**src/hdl/efpc_pkg.sv**
```systemverilog
// package: constants and types of the earth fault phase classifier
package efpc_pkg;
	localparam int CUR_W             = 16;
	localparam int ANG_W             = 9;
	localparam int TS_W              = 48;
	localparam int PCT_W             = 8;
	localparam int MS_W              = 20;
	localparam int CNT_W             = 16;
	localparam int SEL_W             = 8;
	localparam int PHASES            = 3;
	localparam int GROUPS            = 4;
	localparam int LOG_DEPTH         = 8;
	localparam int CLOCK_PERIOD_NS   = 20;
	localparam int TICK_PERIOD_US    = 1000;
	localparam int TICK_CYCLES       = TICK_PERIOD_US * 1000 / CLOCK_PERIOD_NS;
	localparam int FORCE_TIMEOUT_MIN = 5;
	localparam int FORCE_TIMEOUT_MS  = FORCE_TIMEOUT_MIN * 60 * 1000;
	localparam int K_SCALE           = 100;

	localparam logic signed [ANG_W-1:0] ANG_CONFIRM = 9'sh03c;
	localparam logic signed [ANG_W-1:0] ANG_CAP     = 9'sh05a;
	localparam logic signed [ANG_W-1:0] ANG_REVERSE = 9'sh0b4;
	localparam logic signed [ANG_W:0]   ANG_HALF    = 10'sh0b4;
	localparam logic signed [ANG_W:0]   ANG_FULL    = 10'sh168;
	localparam logic [PCT_W-1:0]        PCT_FULL    = 8'h64;

	typedef enum logic [3:0] {
		OUT_NONE, OUT_FORWARD_L1, OUT_FORWARD_L2, OUT_FORWARD_L3,
		OUT_FORWARD_L12, OUT_FORWARD_L23, OUT_FORWARD_L31, OUT_FORWARD_L123,
		OUT_REVERSE_ONE, OUT_REVERSE_TWO, OUT_REVERSE_THREE
	} efpc_outcome_type;

	typedef enum logic [1:0] {
		SRC_INPUT_ONE, SRC_INPUT_TWO, SRC_PHASE_SUM
	} efpc_source_type;

	typedef enum logic [2:0] {
		SEL_NONE, SEL_DIGITAL, SEL_VIRTUAL_IN, SEL_INDICATOR, SEL_VIRTUAL_OUT
	} efpc_select_type;

	typedef struct packed {
		logic [CUR_W-1:0] pickup;
		logic [MS_W-1:0]  operateMs;
		logic [7:0]       multiplier;
		logic             definiteTime;
		logic             capacitive;
	} efpc_group_type;

	typedef struct packed {
		logic [TS_W-1:0]  stamp;
		logic [CUR_W-1:0] maxCurrent;
		logic [PCT_W-1:0] elapsedPct;
		logic [1:0]       group;
		efpc_outcome_type outcome;
	} efpc_record_type;

	function automatic logic signed [ANG_W-1:0] angDiff(
		input logic signed [ANG_W-1:0] a,
		input logic signed [ANG_W-1:0] b
	);
		logic signed [ANG_W:0] d;
		d = ANG_W'(0) + a - b;
		if (d > ANG_HALF) begin
			d = d - ANG_FULL;
		end else if (d < -ANG_HALF) begin
			d = d + ANG_FULL;
		end
		return d[ANG_W-1:0];
	endfunction : angDiff

	function automatic logic signed [ANG_W-1:0] angAbs(input logic signed [ANG_W-1:0] a);
		return (a < 0) ? -a : a;
	endfunction : angAbs
endpackage : efpc_pkg

```
**src/hdl/efpc_fault_log.sv**
```systemverilog
// module: fault record store, newest entry at index zero
module efpc_fault_log
	import efpc_pkg::*;
#(
	parameter int DEPTH = LOG_DEPTH,
	localparam int AW   = $clog2(DEPTH)
) (
	// clock and reset
	input  wire logic          clock,
	input  wire logic          reset_n,
	// write side
	input  wire logic          writeEn,
	input  efpc_record_type    writeData,
	// read side
	input  wire logic [AW-1:0] readIndex,
	output efpc_record_type    readData,
	output logic [AW:0]        entryCount
);
	if (DEPTH < 2 || DEPTH != (1 << AW)) begin : g_check
		$error("fault log depth must be a power of two");
	end

	efpc_record_type mem [DEPTH];
	logic [AW-1:0]   wrPtr_reg, wrPtr_next;
	logic [AW:0]     count_reg, count_next;
	efpc_record_type readData_reg, readData_next;
	logic [AW-1:0]   slot;

	always_comb begin
		wrPtr_next    = wrPtr_reg;
		count_next    = count_reg;
		slot          = wrPtr_reg - 1'b1 - readIndex;
		readData_next = ({1'b0, readIndex} < count_reg) ? mem[slot] : '0;
		if (writeEn) begin
			wrPtr_next = wrPtr_reg + 1'b1;
			if (count_reg != (AW+1)'(DEPTH)) begin
				count_next = count_reg + 1'b1;
			end
		end
	end

	always_ff @(posedge clock) begin
		if (writeEn) begin
			mem[wrPtr_reg] <= writeData;
		end
	end

	always_ff @(posedge clock or negedge reset_n) begin
		if (!reset_n) begin
			wrPtr_reg    <= '0;
			count_reg    <= '0;
			readData_reg <= '0;
		end else begin
			wrPtr_reg    <= wrPtr_next;
			count_reg    <= count_next;
			readData_reg <= readData_next;
		end
	end

	assign readData   = readData_reg;
	assign entryCount = count_reg;
endmodule : efpc_fault_log

```
**src/hdl/efpc_classifier.sv**
```systemverilog
// module: earth fault stage decisions, phase classification and fault records
module efpc_classifier
	import efpc_pkg::*;
#(
	parameter int TICK_CYCLES_P = TICK_CYCLES,
	parameter int FORCE_MS_P    = FORCE_TIMEOUT_MS
) (
	// clock and reset
	input  wire logic                      clock,
	input  wire logic                      reset_n,
	// residual measurements
	input  wire logic [CUR_W-1:0]          residualInputOne,
	input  wire logic [CUR_W-1:0]          residualInputTwo,
	input  wire logic [CUR_W-1:0]          residualFromPhaseSum,
	input  efpc_source_type                residualSource,
	// phase deltas and angles
	input  wire logic [PHASES-1:0][CUR_W-1:0] phaseDelta,
	input  wire logic [CUR_W-2:0]          deltaLimit,
	input  wire logic [PHASES-1:0][ANG_W-1:0] phaseAngle,
	input  wire logic [ANG_W-1:0]          residualAngle,
	// settings
	input  efpc_group_type [GROUPS-1:0]    groupSettings,
	input  wire logic [MS_W-1:0]           inverseBaseMs,
	input  wire logic                      recordEnable,
	input  wire logic [TS_W-1:0]           timeStamp,
	// group selection
	input  efpc_select_type                groupSelectSource,
	input  wire logic [2:0]                groupSelectIndex,
	input  wire logic [1:0]                manualGroup,
	input  wire logic [1:0]                switchedGroup,
	input  wire logic [SEL_W-1:0]          digitalInputs,
	input  wire logic [SEL_W-1:0]          virtualInputs,
	input  wire logic [SEL_W-1:0]          indicatorSignals,
	input  wire logic [SEL_W-1:0]          virtualOutputs,
	// force and status writes
	input  wire logic                      forceOn,
	input  wire logic                      forceOff,
	input  wire logic                      statusWrite,
	input  wire logic                      statusStartValue,
	input  wire logic                      statusTripValue,
	// counter clears and log read
	input  wire logic                      startCountClear,
	input  wire logic                      tripCountClear,
	input  wire logic [2:0]                logReadIndex,
	// status outputs
	output logic                           startStatus,
	output logic                           tripStatus,
	output logic                           forceFlag,
	output logic [1:0]                     activeGroup,
	output logic [CNT_W-1:0]               startCount,
	output logic [CNT_W-1:0]               tripCount,
	output logic [PCT_W-1:0]               elapsedDelayPercent,
	// classification outputs
	output efpc_outcome_type               outcome,
	output logic                           faultEvent,
	output efpc_record_type                logReadData,
	output logic [3:0]                     logEntries
);
	if (TICK_CYCLES_P < 1 || FORCE_MS_P < 1) begin : g_check
		$error("tick and force timeout counts must be positive");
	end

	localparam int TW = $clog2(TICK_CYCLES_P + 1);
	localparam int FW = $clog2(FORCE_MS_P + 1);

	// synchroniser, tick divider and force flag
	logic [SEL_W-1:0] diMeta_reg, diSync_reg;
	logic [TW-1:0]    tick_reg, tick_next;
	logic             msTick;
	logic             force_reg, force_next;
	logic [FW-1:0]    forceMs_reg, forceMs_next;
	logic             held_reg, held_next;
	logic             heldStart_reg, heldStart_next;
	logic             heldTrip_reg, heldTrip_next;
	logic [1:0]       group_reg, group_next;
	logic             selBit;

	always_comb begin
		msTick         = (tick_reg == TW'(TICK_CYCLES_P - 1));
		tick_next      = msTick ? '0 : tick_reg + 1'b1;
		force_next     = force_reg;
		forceMs_next   = forceMs_reg;
		held_next      = held_reg;
		heldStart_next = heldStart_reg;
		heldTrip_next  = heldTrip_reg;
		if (forceOn) begin
			force_next   = 1'b1;
			forceMs_next = '0;
		end else if (forceOff) begin
			force_next = 1'b0;
		end else if (force_reg && msTick) begin
			forceMs_next = forceMs_reg + 1'b1;
			if (forceMs_reg == FW'(FORCE_MS_P - 1)) begin
				force_next = 1'b0;
			end
		end
		if (!force_next) begin
			held_next = 1'b0;
		end else if (statusWrite && force_reg) begin
			held_next      = 1'b1;
			heldStart_next = statusStartValue;
			heldTrip_next  = statusTripValue;
		end
		unique case (groupSelectSource)
			SEL_DIGITAL:     selBit = diSync_reg[groupSelectIndex];
			SEL_VIRTUAL_IN:  selBit = virtualInputs[groupSelectIndex];
			SEL_INDICATOR:   selBit = indicatorSignals[groupSelectIndex];
			SEL_VIRTUAL_OUT: selBit = virtualOutputs[groupSelectIndex];
			default:         selBit = 1'b0;
		endcase
		group_next = selBit ? switchedGroup : manualGroup;
	end

	always_ff @(posedge clock or negedge reset_n) begin
		if (!reset_n) begin
			diMeta_reg    <= '0;
			diSync_reg    <= '0;
			tick_reg      <= '0;
			force_reg     <= 1'b0;
			forceMs_reg   <= '0;
			held_reg      <= 1'b0;
			heldStart_reg <= 1'b0;
			heldTrip_reg  <= 1'b0;
			group_reg     <= '0;
		end else begin
			diMeta_reg    <= digitalInputs;
			diSync_reg    <= diMeta_reg;
			tick_reg      <= tick_next;
			force_reg     <= force_next;
			forceMs_reg   <= forceMs_next;
			held_reg      <= held_next;
			heldStart_reg <= heldStart_next;
			heldTrip_reg  <= heldTrip_next;
			group_reg     <= group_next;
		end
	end

	// stage status, delay and counters
	efpc_group_type    gs;
	logic [CUR_W-1:0]  residual;
	logic [MS_W+7:0]   inverseProd;
	logic [MS_W-1:0]   operateMs;
	logic [MS_W-1:0]   elapsed_reg, elapsed_next;
	logic              overCurrent, startNow, tripNow;
	logic              startPrev_reg, tripPrev_reg;
	logic              startRise, startFall, tripRise;
	logic [CNT_W-1:0]  sCnt_reg, sCnt_next, tCnt_reg, tCnt_next;
	logic [PCT_W-1:0]  pct_reg, pct_next;
	logic [MS_W+7:0]   pctProd;

	always_comb begin
		gs = groupSettings[group_reg];
		unique case (residualSource)
			SRC_INPUT_TWO: residual = residualInputTwo;
			SRC_PHASE_SUM: residual = residualFromPhaseSum;
			default:       residual = residualInputOne;
		endcase
		overCurrent = residual > gs.pickup;
		inverseProd = (MS_W+8)'(inverseBaseMs * gs.multiplier) / (MS_W+8)'(K_SCALE);
		operateMs   = gs.definiteTime ? gs.operateMs : inverseProd[MS_W-1:0];
		elapsed_next = elapsed_reg;
		if (!overCurrent) begin
			elapsed_next = '0;
		end else if (msTick && elapsed_reg < operateMs) begin
			elapsed_next = elapsed_reg + 1'b1;
		end
		startNow  = held_reg ? heldStart_reg : overCurrent;
		tripNow   = held_reg ? heldTrip_reg : overCurrent && elapsed_reg >= operateMs;
		startRise = startNow && !startPrev_reg;
		startFall = !startNow && startPrev_reg;
		tripRise  = tripNow && !tripPrev_reg;
		pctProd   = (MS_W+8)'(elapsed_reg * PCT_FULL) / (MS_W+8)'(operateMs | MS_W'(tripNow));
		pct_next  = pct_reg;
		if (tripNow) begin
			pct_next = PCT_FULL;
		end else if (startNow && pctProd[PCT_W-1:0] > pct_reg) begin
			pct_next = pctProd[PCT_W-1:0];
		end else if (startRise) begin
			pct_next = '0;
		end
		sCnt_next = startCountClear ? '0 : sCnt_reg;
		tCnt_next = tripCountClear ? '0 : tCnt_reg;
		if (startRise) begin
			sCnt_next = sCnt_next + 1'b1;
		end
		if (tripRise) begin
			tCnt_next = tCnt_next + 1'b1;
		end
	end

	always_ff @(posedge clock or negedge reset_n) begin
		if (!reset_n) begin
			elapsed_reg   <= '0;
			startPrev_reg <= 1'b0;
			tripPrev_reg  <= 1'b0;
			sCnt_reg      <= '0;
			tCnt_reg      <= '0;
			pct_reg       <= '0;
		end else begin
			elapsed_reg   <= elapsed_next;
			startPrev_reg <= startNow;
			tripPrev_reg  <= tripNow;
			sCnt_reg      <= sCnt_next;
			tCnt_reg      <= tCnt_next;
			pct_reg       <= pct_next;
		end
	end

	// faulted phase classification and record
	logic [PHASES-1:0]         up, down, fwdNear, revNear, between;
	logic signed [ANG_W-1:0]   resAng, d1, d2;
	logic [CUR_W-1:0]          limitPos;
	logic [1:0]                upN, downN;
	efpc_outcome_type          cls, out_reg, out_next, faultOut_reg, faultOut_next;
	logic                      event_reg, event_next;
	logic [CUR_W-1:0]          max_reg, max_next;
	logic [TS_W-1:0]           stamp_reg, stamp_next;
	efpc_record_type           rec;

	always_comb begin
		limitPos = {1'b0, deltaLimit};
		resAng   = gs.capacitive ? angDiff(residualAngle, ANG_CAP) : residualAngle;
		for (int p = 0; p < PHASES; p++) begin
			up[p]      = $signed(phaseDelta[p]) > $signed(limitPos);
			down[p]    = $signed(phaseDelta[p]) < -$signed(limitPos);
			d1         = angDiff(resAng, phaseAngle[p]);
			fwdNear[p] = angAbs(d1) <= ANG_CONFIRM;
			revNear[p] = angAbs(angDiff(d1, ANG_REVERSE)) <= ANG_CONFIRM;
			d1         = angDiff(resAng, phaseAngle[p]);
			d2         = angDiff(phaseAngle[(p + 1) % PHASES], resAng);
			between[p] = (d1 >= 0 && d2 >= 0) || (d1 <= 0 && d2 <= 0);
		end
		upN   = 2'($countones(up));
		downN = 2'($countones(down));
		cls   = OUT_NONE;
		if (upN == 2'(PHASES)) begin
			cls = OUT_FORWARD_L123;
		end else if (downN == 2'(PHASES)) begin
			cls = OUT_REVERSE_THREE;
		end else if (upN == 2'd1 && downN == 2'd0) begin
			if (up[0] && fwdNear[0]) cls = OUT_FORWARD_L1;
			if (up[1] && fwdNear[1]) cls = OUT_FORWARD_L2;
			if (up[2] && fwdNear[2]) cls = OUT_FORWARD_L3;
		end else if (upN == 2'd2 && downN == 2'd0) begin
			if (up[0] && up[1] && between[0]) cls = OUT_FORWARD_L12;
			if (up[1] && up[2] && between[1]) cls = OUT_FORWARD_L23;
			if (up[2] && up[0] && between[2]) cls = OUT_FORWARD_L31;
		end else if (downN == 2'd1 && upN == 2'd0) begin
			if ((down & revNear) != '0) cls = OUT_REVERSE_ONE;
		end else if (downN == 2'd2 && upN == 2'd0) begin
			cls = OUT_REVERSE_TWO;
		end
		event_next    = startRise && overCurrent && recordEnable && cls != OUT_NONE;
		out_next      = event_next ? cls : out_reg;
		faultOut_next = event_next ? cls : (startRise ? OUT_NONE : faultOut_reg);
		max_next      = startRise ? residual : max_reg;
		if (startNow && residual > max_reg) begin
			max_next = residual;
		end
		stamp_next     = startRise ? timeStamp : stamp_reg;
		rec.stamp      = stamp_reg;
		rec.maxCurrent = max_reg;
		rec.elapsedPct = pct_reg;
		rec.group      = group_reg;
		rec.outcome    = faultOut_reg;
	end

	always_ff @(posedge clock or negedge reset_n) begin
		if (!reset_n) begin
			out_reg      <= OUT_NONE;
			faultOut_reg <= OUT_NONE;
			event_reg    <= 1'b0;
			max_reg      <= '0;
			stamp_reg    <= '0;
		end else begin
			out_reg      <= out_next;
			faultOut_reg <= faultOut_next;
			event_reg    <= event_next;
			max_reg      <= max_next;
			stamp_reg    <= stamp_next;
		end
	end

	efpc_fault_log #(
		.DEPTH(LOG_DEPTH)
	) u_log (
		.clock      (clock),
		.reset_n    (reset_n),
		.writeEn    (startFall),
		.writeData  (rec),
		.readIndex  (logReadIndex),
		.readData   (logReadData),
		.entryCount (logEntries)
	);

	assign startStatus         = startPrev_reg;
	assign tripStatus          = tripPrev_reg;
	assign forceFlag           = force_reg;
	assign activeGroup         = group_reg;
	assign startCount          = sCnt_reg;
	assign tripCount           = tCnt_reg;
	assign elapsedDelayPercent = pct_reg;
	assign outcome             = out_reg;
	assign faultEvent          = event_reg;
endmodule : efpc_classifier

```
**config.mk**
```make
export PLATFORM = sky130hd
export DESIGN_NAME = efpc_classifier
export DESIGN_NICKNAME = d
export VERILOG_FILES = /design/src/hdl/efpc_pkg.sv /design/src/hdl/efpc_fault_log.sv /design/src/hdl/efpc_classifier.sv
export SDC_FILE = /design/constraint.sdc
export NUM_CORES = 2
export LEC_CHECK = 0
export BUFFER_PORTS_ARGS = -buffer_cell sky130_fd_sc_hd__buf_2
export CORE_MARGIN = 4
export CORE_UTILIZATION = 60
export DETAILED_ROUTE_END_ITERATION = 8
export PLACE_DENSITY = 0.77
export SYNTH_ARGS = -nofsm -noshare
export SYNTH_HDL_FRONTEND = slang
export SYNTH_SLANG_ARGS = --single-unit
```
**constraint.sdc**
```tcl
create_clock -name clock -period 123.2 [get_ports clock]
set_input_delay 12.32 -clock clock [delete_from_list [all_inputs] [get_ports clock]]
set_output_delay 12.32 -clock clock [all_outputs]
set_load 0.05 [all_outputs]
```
== Yosys cells after proc, flatten, opt, wreduce, memory -nomap -nowiden ==
Memories as Yosys holds them, arrays and structs flattened.
Index checks and enable logic that the tools add are counted.

* Add/sub/neg operators: 50
* Multiply operators: 2
* Divide/modulo/power cells: 2
* $lt $le $gt $ge: 58
* Equal/unequal tests: 18
* Multiplexer cells: 82
* Bitwise logic cells: 2
* Reductions and logical operators: 48

{| class="wikitable"
|+ Operator list
! operator !! count
|-
| $mux W9 || 27
|-
| $mux W16 || 7
|-
| $gt A10 B9 Y1 const B || 10
|-
| $lt A10 B9 Y1 const B || 10
|-
| $bmux W46 S2 || 1
|-
| $add A9 B9 Y9 const B || 10
|-
| $sub A9 B9 Y9 const B || 10
|-
| $gt A16 B16 Y1 || 5
|-
| $mux W78 || 1
|-
| $mux W20 || 3
|-
| $sub A9 B9 Y10 || 6
|-
| $mux W19 || 3
|-
| $ge A9 B1 Y1 const B || 6
|-
| $le A9 B1 Y1 const B || 6
|-
| $le A9 B7 Y1 const B || 6
|-
| $lt A9 B1 Y1 const B || 6
|-
| $neg A9 Y9 || 6
|-
| $mux W4 || 13
|-
| $add A16 B1 Y16 const B || 3
|-
| $lt A16 B16 Y1 || 3
|-
| $mux W46 || 1
|-
| $pmux W16 S2 || 1
|-
| $logic_and A1 B1 Y1 || 31
|-
| $sub A9 B9 Y10 const B || 3
|-
| 45 further kinds || 84
|}

* Register bits: 277
* Memory bits (writable): 624
* Input port bits: 456
* Output and inout bits: 132
* Word-level logic and storage cells: 290
* Memories kept: 1

{| class="wikitable"
|+ Memories
! name !! words !! width !! rd ports !! clocked after memory_dff !! wr ports !! line !! source
|-
| u_log.mem || 8 || 78 || 1 || 0 || 1 || efpc_fault_log.sv:23 || <nowiki>efpc_record_type mem [DEPTH];</nowiki>
|}

== Logic depth before layout (Yosys ltp) ==
* Depth after elaboration: 27
* Mapped depth: 638
* Mapped depth without buffers: 563

== Cells and area by module ==
From an unflattened synthesis, not the netlist that was laid out.

* Cells, all modules: 8,953
* Area, all modules: 85,340.6 µm²

{| class="wikitable"
|+ Modules (own cells, without submodules)
! module !! times used !! cells an instance !! area each (µm²)
|-
| efpc_classifier || 1 || 7,826 || 59,168.0
|-
| efpc_fault_log || 1 || 1,127 || 26,172.6
|}

== Worst setup path after synthesis ==
OpenSTA, ideal clock, no wires.

* Path kind: input -> register
* Start: input groupSettings[147] (netlist name)
* End: register pct_reg[2] (netlist: elapsedDelayPercent[2])
* Arrival: 119.575 ns
* Required time: 123.132 ns
* Path slack: 3.557 ns
* Stages: 588
* Path buffers: 61
* Cells stage by stage: mux4_2 > clkbuf_1 > and2_1 > fa_1 > fa_1 > fa_1 > inv_1 > fa_1 > inv_1 > ha_1 > clkbuf_1 > and3_1 > nor3b_1 > or2_2 > or4_4 > a21o_1 > o221a_2 > or3_1 > [552 not listed] > o21ai_0 > nand2b_1 > a21oi_1 > nor2b_1 > o21ai_0 > o311ai_0 > a2111o_1 > a221oi_2 > ha_1 > nor2b_1 > o21ai_0 > nand2b_1 > a21oi_1 > o21ai_0 > o211ai_1 > inv_1 > nor3_1 > a221o_1

* Word-level cells in the longest chain between the ends: 14

{| class="wikitable"
|+ RTL lines
! item !! line !! source
|-
| start: declaration || efpc_classifier.sv:22 || <nowiki>input efpc_group_type [GROUPS-1:0] groupSettings,</nowiki>
|-
| $bmux W46 S2 (*) || efpc_classifier.sv:152 || <nowiki>gs = groupSettings[group_reg];</nowiki>
|-
| $mux W46 (implied by the code) (*) || efpc_classifier.sv:152 ||
|-
| $mul A20 B8 Y28 (*) || efpc_classifier.sv:159 || <nowiki>inverseProd = (MS_W+8)'(inverseBaseMs * gs.multiplier) / (MS_W+8)'(K_SCALE);</nowiki>
|-
| $div A28 B7 Y28 (*) || efpc_classifier.sv:159 ||
|-
| $mux W20 (*) || efpc_classifier.sv:160 || <nowiki>operateMs = gs.definiteTime ? gs.operateMs : inverseProd[MS_W-1:0];</nowiki>
|-
| $ge A20 B20 Y1 (*) || efpc_classifier.sv:168 || <nowiki>tripNow = held_reg ? heldTrip_reg : overCurrent && elapsed_reg >= operateMs;</nowiki>
|-
| $logic_and A1 B1 Y1 (*) || efpc_classifier.sv:168 ||
|-
| $mux W1 (*) || efpc_classifier.sv:168 ||
|-
| net tripNow || efpc_classifier.sv:144 || <nowiki>logic overCurrent, startNow, tripNow;</nowiki>
|-
| $or A20 B1 Y20 || efpc_classifier.sv:172 || <nowiki>pctProd = (MS_W+8)'(elapsed_reg * PCT_FULL) / (MS_W+8)'(operateMs | MS_W'(tripNow));</nowiki>
|-
| $div A27 B28 Y28 || efpc_classifier.sv:172 ||
|-
| $gt A8 B8 Y1 || efpc_classifier.sv:176 || <nowiki>end else if (startNow && pctProd[PCT_W-1:0] > pct_reg) begin</nowiki>
|-
| $logic_and A1 B1 Y1 || efpc_classifier.sv:176 ||
|-
| $mux W8 || efpc_classifier.sv:176 ||
|-
| $mux W8 || efpc_classifier.sv:174 || <nowiki>if (tripNow) begin</nowiki>
|-
| end signal: assignment || efpc_classifier.sv:205 || <nowiki>pct_reg <= pct_next;</nowiki>
|-
| end: declaration || efpc_classifier.sv:148 || <nowiki>logic [PCT_W-1:0] pct_reg, pct_next;</nowiki>
|}

Mark *: on every way through the listed nets, which the timed path passes. The rest lies on a longest branch. The select of a mux whose other input is x is not followed.
A chain may end at the register's enable or synchronous reset.

== Worst setup path in the final report ==
* Start: input groupSettings[8] (netlist name)
* End: register pct_reg[5] (netlist: elapsedDelayPercent[5])

* Word-level cells in the longest chain between the ends: 14

{| class="wikitable"
|+ RTL lines
! item !! line
|-
| $bmux W46 S2 (*) || efpc_classifier.sv:152
|-
| $mux W46 (implied by the code) (*) || efpc_classifier.sv:152
|-
| $mul A20 B8 Y28 (*) || efpc_classifier.sv:159
|-
| $div A28 B7 Y28 (*) || efpc_classifier.sv:159
|-
| $mux W20 (*) || efpc_classifier.sv:160
|-
| $ge A20 B20 Y1 || efpc_classifier.sv:168
|-
| $logic_and A1 B1 Y1 || efpc_classifier.sv:168
|-
| $mux W1 || efpc_classifier.sv:168
|-
| $or A20 B1 Y20 || efpc_classifier.sv:172
|-
| $div A27 B28 Y28 || efpc_classifier.sv:172
|-
| $gt A8 B8 Y1 || efpc_classifier.sv:176
|-
| $logic_and A1 B1 Y1 || efpc_classifier.sv:176
|-
| $mux W8 || efpc_classifier.sv:176
|-
| $mux W8 || efpc_classifier.sv:174
|}

Mark *: on every way between the ends. The rest lies on a longest branch, timed or not. The select of a mux whose other input is x is not followed.

==> results.json <==
{
  "synth-seq-cells": 901,
  "setup_slack_ns": 6.59,
  "syn_area_sq_um": 83000,
  "worst_pin_slew_ns": 1.35,
  "wl_per_cell_microns": 24.0,
  "cp_common_cell": "a21o_1",
  "syn_avg_cell_area_sq_um": 9.41,
  "dpl_worst_slack_ns": -1.52,
  "largest_reg_flops": 624,
  "start_util": 0.604,
  "status": "completed",
  "cts_root_buffer": "clkbuf_16",
  "firstDrtPassIters": 7,
  "grt_max_degree": 90,
  "core_area_sq_um": 137000,
  "cts_buffers": 86,
  "die_w_microns": 380,
  "numPortBuffers": 587,
  "grt_use_total": 0.351,
  "regArea_sq_um": 25700,
  "crit_arrival_ns": 117.20,
  "fillers": 10600,
  "grt_pass1_vias": 71300,
  "multiInputGateArea_sq_um": 55900,
  "fin_util": 0.676,
  "slew_viol_final": 0,
  "ant_nets": 0,
  "gp_congestion": 0.985,
  "die_h_microns": 380,
  "viasPerCell": 6.61,
  "yosysWarnings": 0,
  "crit_slowest_cell": "mux4_1",
  "synth_area_leaders": "edfxtp_1 23%, ha_1 11%, dfrtp_1 8.4%",
  "yosysUniqueCellTypes": 148,
  "crit_fanout": 42,
  "timing.slew.headroom": 0.0945,
  "r2r-start": "activeGroup[0]",
  "drive_above_1_share": 0.165,
  "r2r_slack_ns": 17.13,
  "io-pin-count": 588,
  "seq_area_frac_synth": 0.309,
  "max_freq_mhz": 8.58,
  "drc": 0,
  "drtIter0Drc": 8044,
  "period_minus_slack_ns": 116.61,
  "die-area_sq_um": 144000,
  "syn-instance-count": 8816,
  "yosysTopAreaCell": "edfxtp_1",
  "grt_first_pass_wirelength_microns": 405000,
  "dp_hpwl_microns": 193000,
  "start_kind": "primary input",
  "syn_nets": 10100,
  "routed_wl_microns": 271000,
  "cts.sinks": 901,
  "post-route-period-util": 0.947,
  "fin_worst_skew_ns": 0.0519,
  "crit_end": "elapsedDelayPercent[5]",
  "crit_required_ns": 123.79,
  "synth_edf_count": 624,
  "cts_tree": "built",
  "grt_antenna_before_repair": 31,
  "cap_violations": 0,
  "r2r-end": "elapsedDelayPercent[5]",
  "grt_overflow": 0,
  "crit_path_end_kind": "register",
  "dr_total_vias": 74400,
  "ys.flop_type": "edfxtp_1",
  "synth_top_area_frac": 0.226,
  "crit_start": "groupSettings[8]",
  "core.rowCount": 136,
  "setup_viol_count_final": 0,
  "htree_levels": 3,
  "max_stage_delay_ns": 0.73,
  "async_flop_share": 0.307,
  "hold_violations": 0,
  "cts_buffer_depth": 3,
  "critPathKind": "in -> reg",
  "worst_skew_pair.late_latency_ns": 0.67,
  "hold_path_class": "reg -> reg",
  "synthToLayoutAreaGrowth_pct": 11.9,
  "fin_nets": 10700,
  "worst-r2r-cell-count": 555,
  "clk_pin_slew_ns": 0.06
}
## final cells by class
| cell class | count | area share |
|---|---|---|
| diodes | 20 | 0.000539 |
| clock buffers | 125 | 0.0258 |
| clock inverters | 37 | 0.00451 |
| inverters | 526 | 0.0213 |
| multi-input cells | 7109 | 0.602 |
| flip-flops and latches | 901 | 0.276 |
| well taps | 1794 | 0.0242 |
| repair buffers | 748 | 0.0457 |
## cells by family (layout without fill, tap and decap cells)
group / after synthesis / in the layout / share of synthesized area
muxes: 363 / 372 / 0.0771
adders and majority gates: 880 / 880 / 0.144
and+or+nand+nor: 2734 / 2739 / 0.160
DFF: 901 / 901 / 0.309
other: 0 / 20 / 0
xor gates and xnor gates: 692 / 692 / 0.0737
AOI/OAI and AO/OA: 2424 / 2426 / 0.197
buffers and inverters: 822 / 1436 / 0.0390
## stage by stage
| step | TNS (ns) | cell area, sq um | hold WS, ns | cells |
|---|---|---|---|---|
| 5_1_grt | -5.25 | 92800 | 0.356 | 11200 |
| 3_5_place_dp | -12.14 | 87900 | 0.336 | 11000 |
| 3_3_place_gp | 0 | 87900 | 0.333 | 11000 |
| 4_1_cts | 0 | 90800 | 0.349 | 11200 |
| 6_report | 0 | 92900 | 0.348 | 11300 |
| 2_1_floorplan | 0 | 83000 | 0.331 | 8816 |
## what timing repair did
item | CTS | global route
gates resized for setup | 6 | 250
pin swaps | 0 | 56
buffers inserted | 0 | 61
hold buffers | 0 | 0
setup endpoints to repair | 8 | 8
cloned | 0 | 19
## how the worst min path moves through the flow
stage	slack (ns)	cells past startpoint	start	end
floorplan	0.33	0	diMeta_reg[0]	diSync_reg[0]
detailed placement	0.34	0	diMeta_reg[2]	diSync_reg[2]
global route	0.36	0	diMeta_reg[2]	diSync_reg[2]
CTS	0.35	0	diMeta_reg[2]	diSync_reg[2]
finish	0.35	0	diMeta_reg[2]	diSync_reg[2]
global placement	0.33	0	diMeta_reg[5]	diSync_reg[5]
## cell usage after synthesis (all sizes together) (140+ instances only)
| cell type | count |
|---|---|
| o21a | 154 |
| edfxtp | 624 |
| o21ai | 362 |
| and2 | 166 |
| nand2 | 819 |
| mux4 | 209 |
| nor2 | 715 |
| ha | 742 |
| inv | 525 |
| dfrtp | 277 |
| a21o | 260 |
| xnor2 | 466 |
| nand3 | 140 |
| a21oi | 828 |
| clkbuf | 195 |
| nor3 | 176 |
| xor2 | 224 |
## cell usage in the layout, fill, tap and decap left out, drive strengths merged, types with 166 or more instances in the layout
master | Yosys | layout
a21o | 260 | 260
a21oi | 828 | 829
and2 | 166 | 166
buf | 99 | 746
dfrtp | 277 | 277
edfxtp | 624 | 624
ha | 742 | 742
inv | 525 | 534
mux4 | 209 | 218
nand2 | 819 | 820
nor2 | 715 | 716
nor3 | 176 | 177
o21ai | 362 | 362
xnor2 | 466 | 466
xor2 | 224 | 224
## worst max-delay path: cells and delay by family
| family | cells | cell delay [ns] |
|---|---|---|
| adder cells (fa/ha/maj) | 34 | 11.09 |
| multiplexers | 10 | 3.80 |
| buffers and inverters | 47 | 5.90 |
| AND/OR/NAND/NOR | 150 | 26.16 |
| AO/OA/AOI/OAI | 306 | 56.27 |
| XOR/XNOR | 9 | 1.41 |
## per-layer routing
metal	up-vias	track usage	share of wire
li1	33700	-	-
met1	35900	0.478	0.40
met2	3990	0.569	0.46
met3	699	0.0655	0.10
met4	14	0.110	0.039
met5	-	0	0.00036
Power is not shown: default switching activity piles up to over one toggle a cycle in this logic, so the estimate is an artifact.
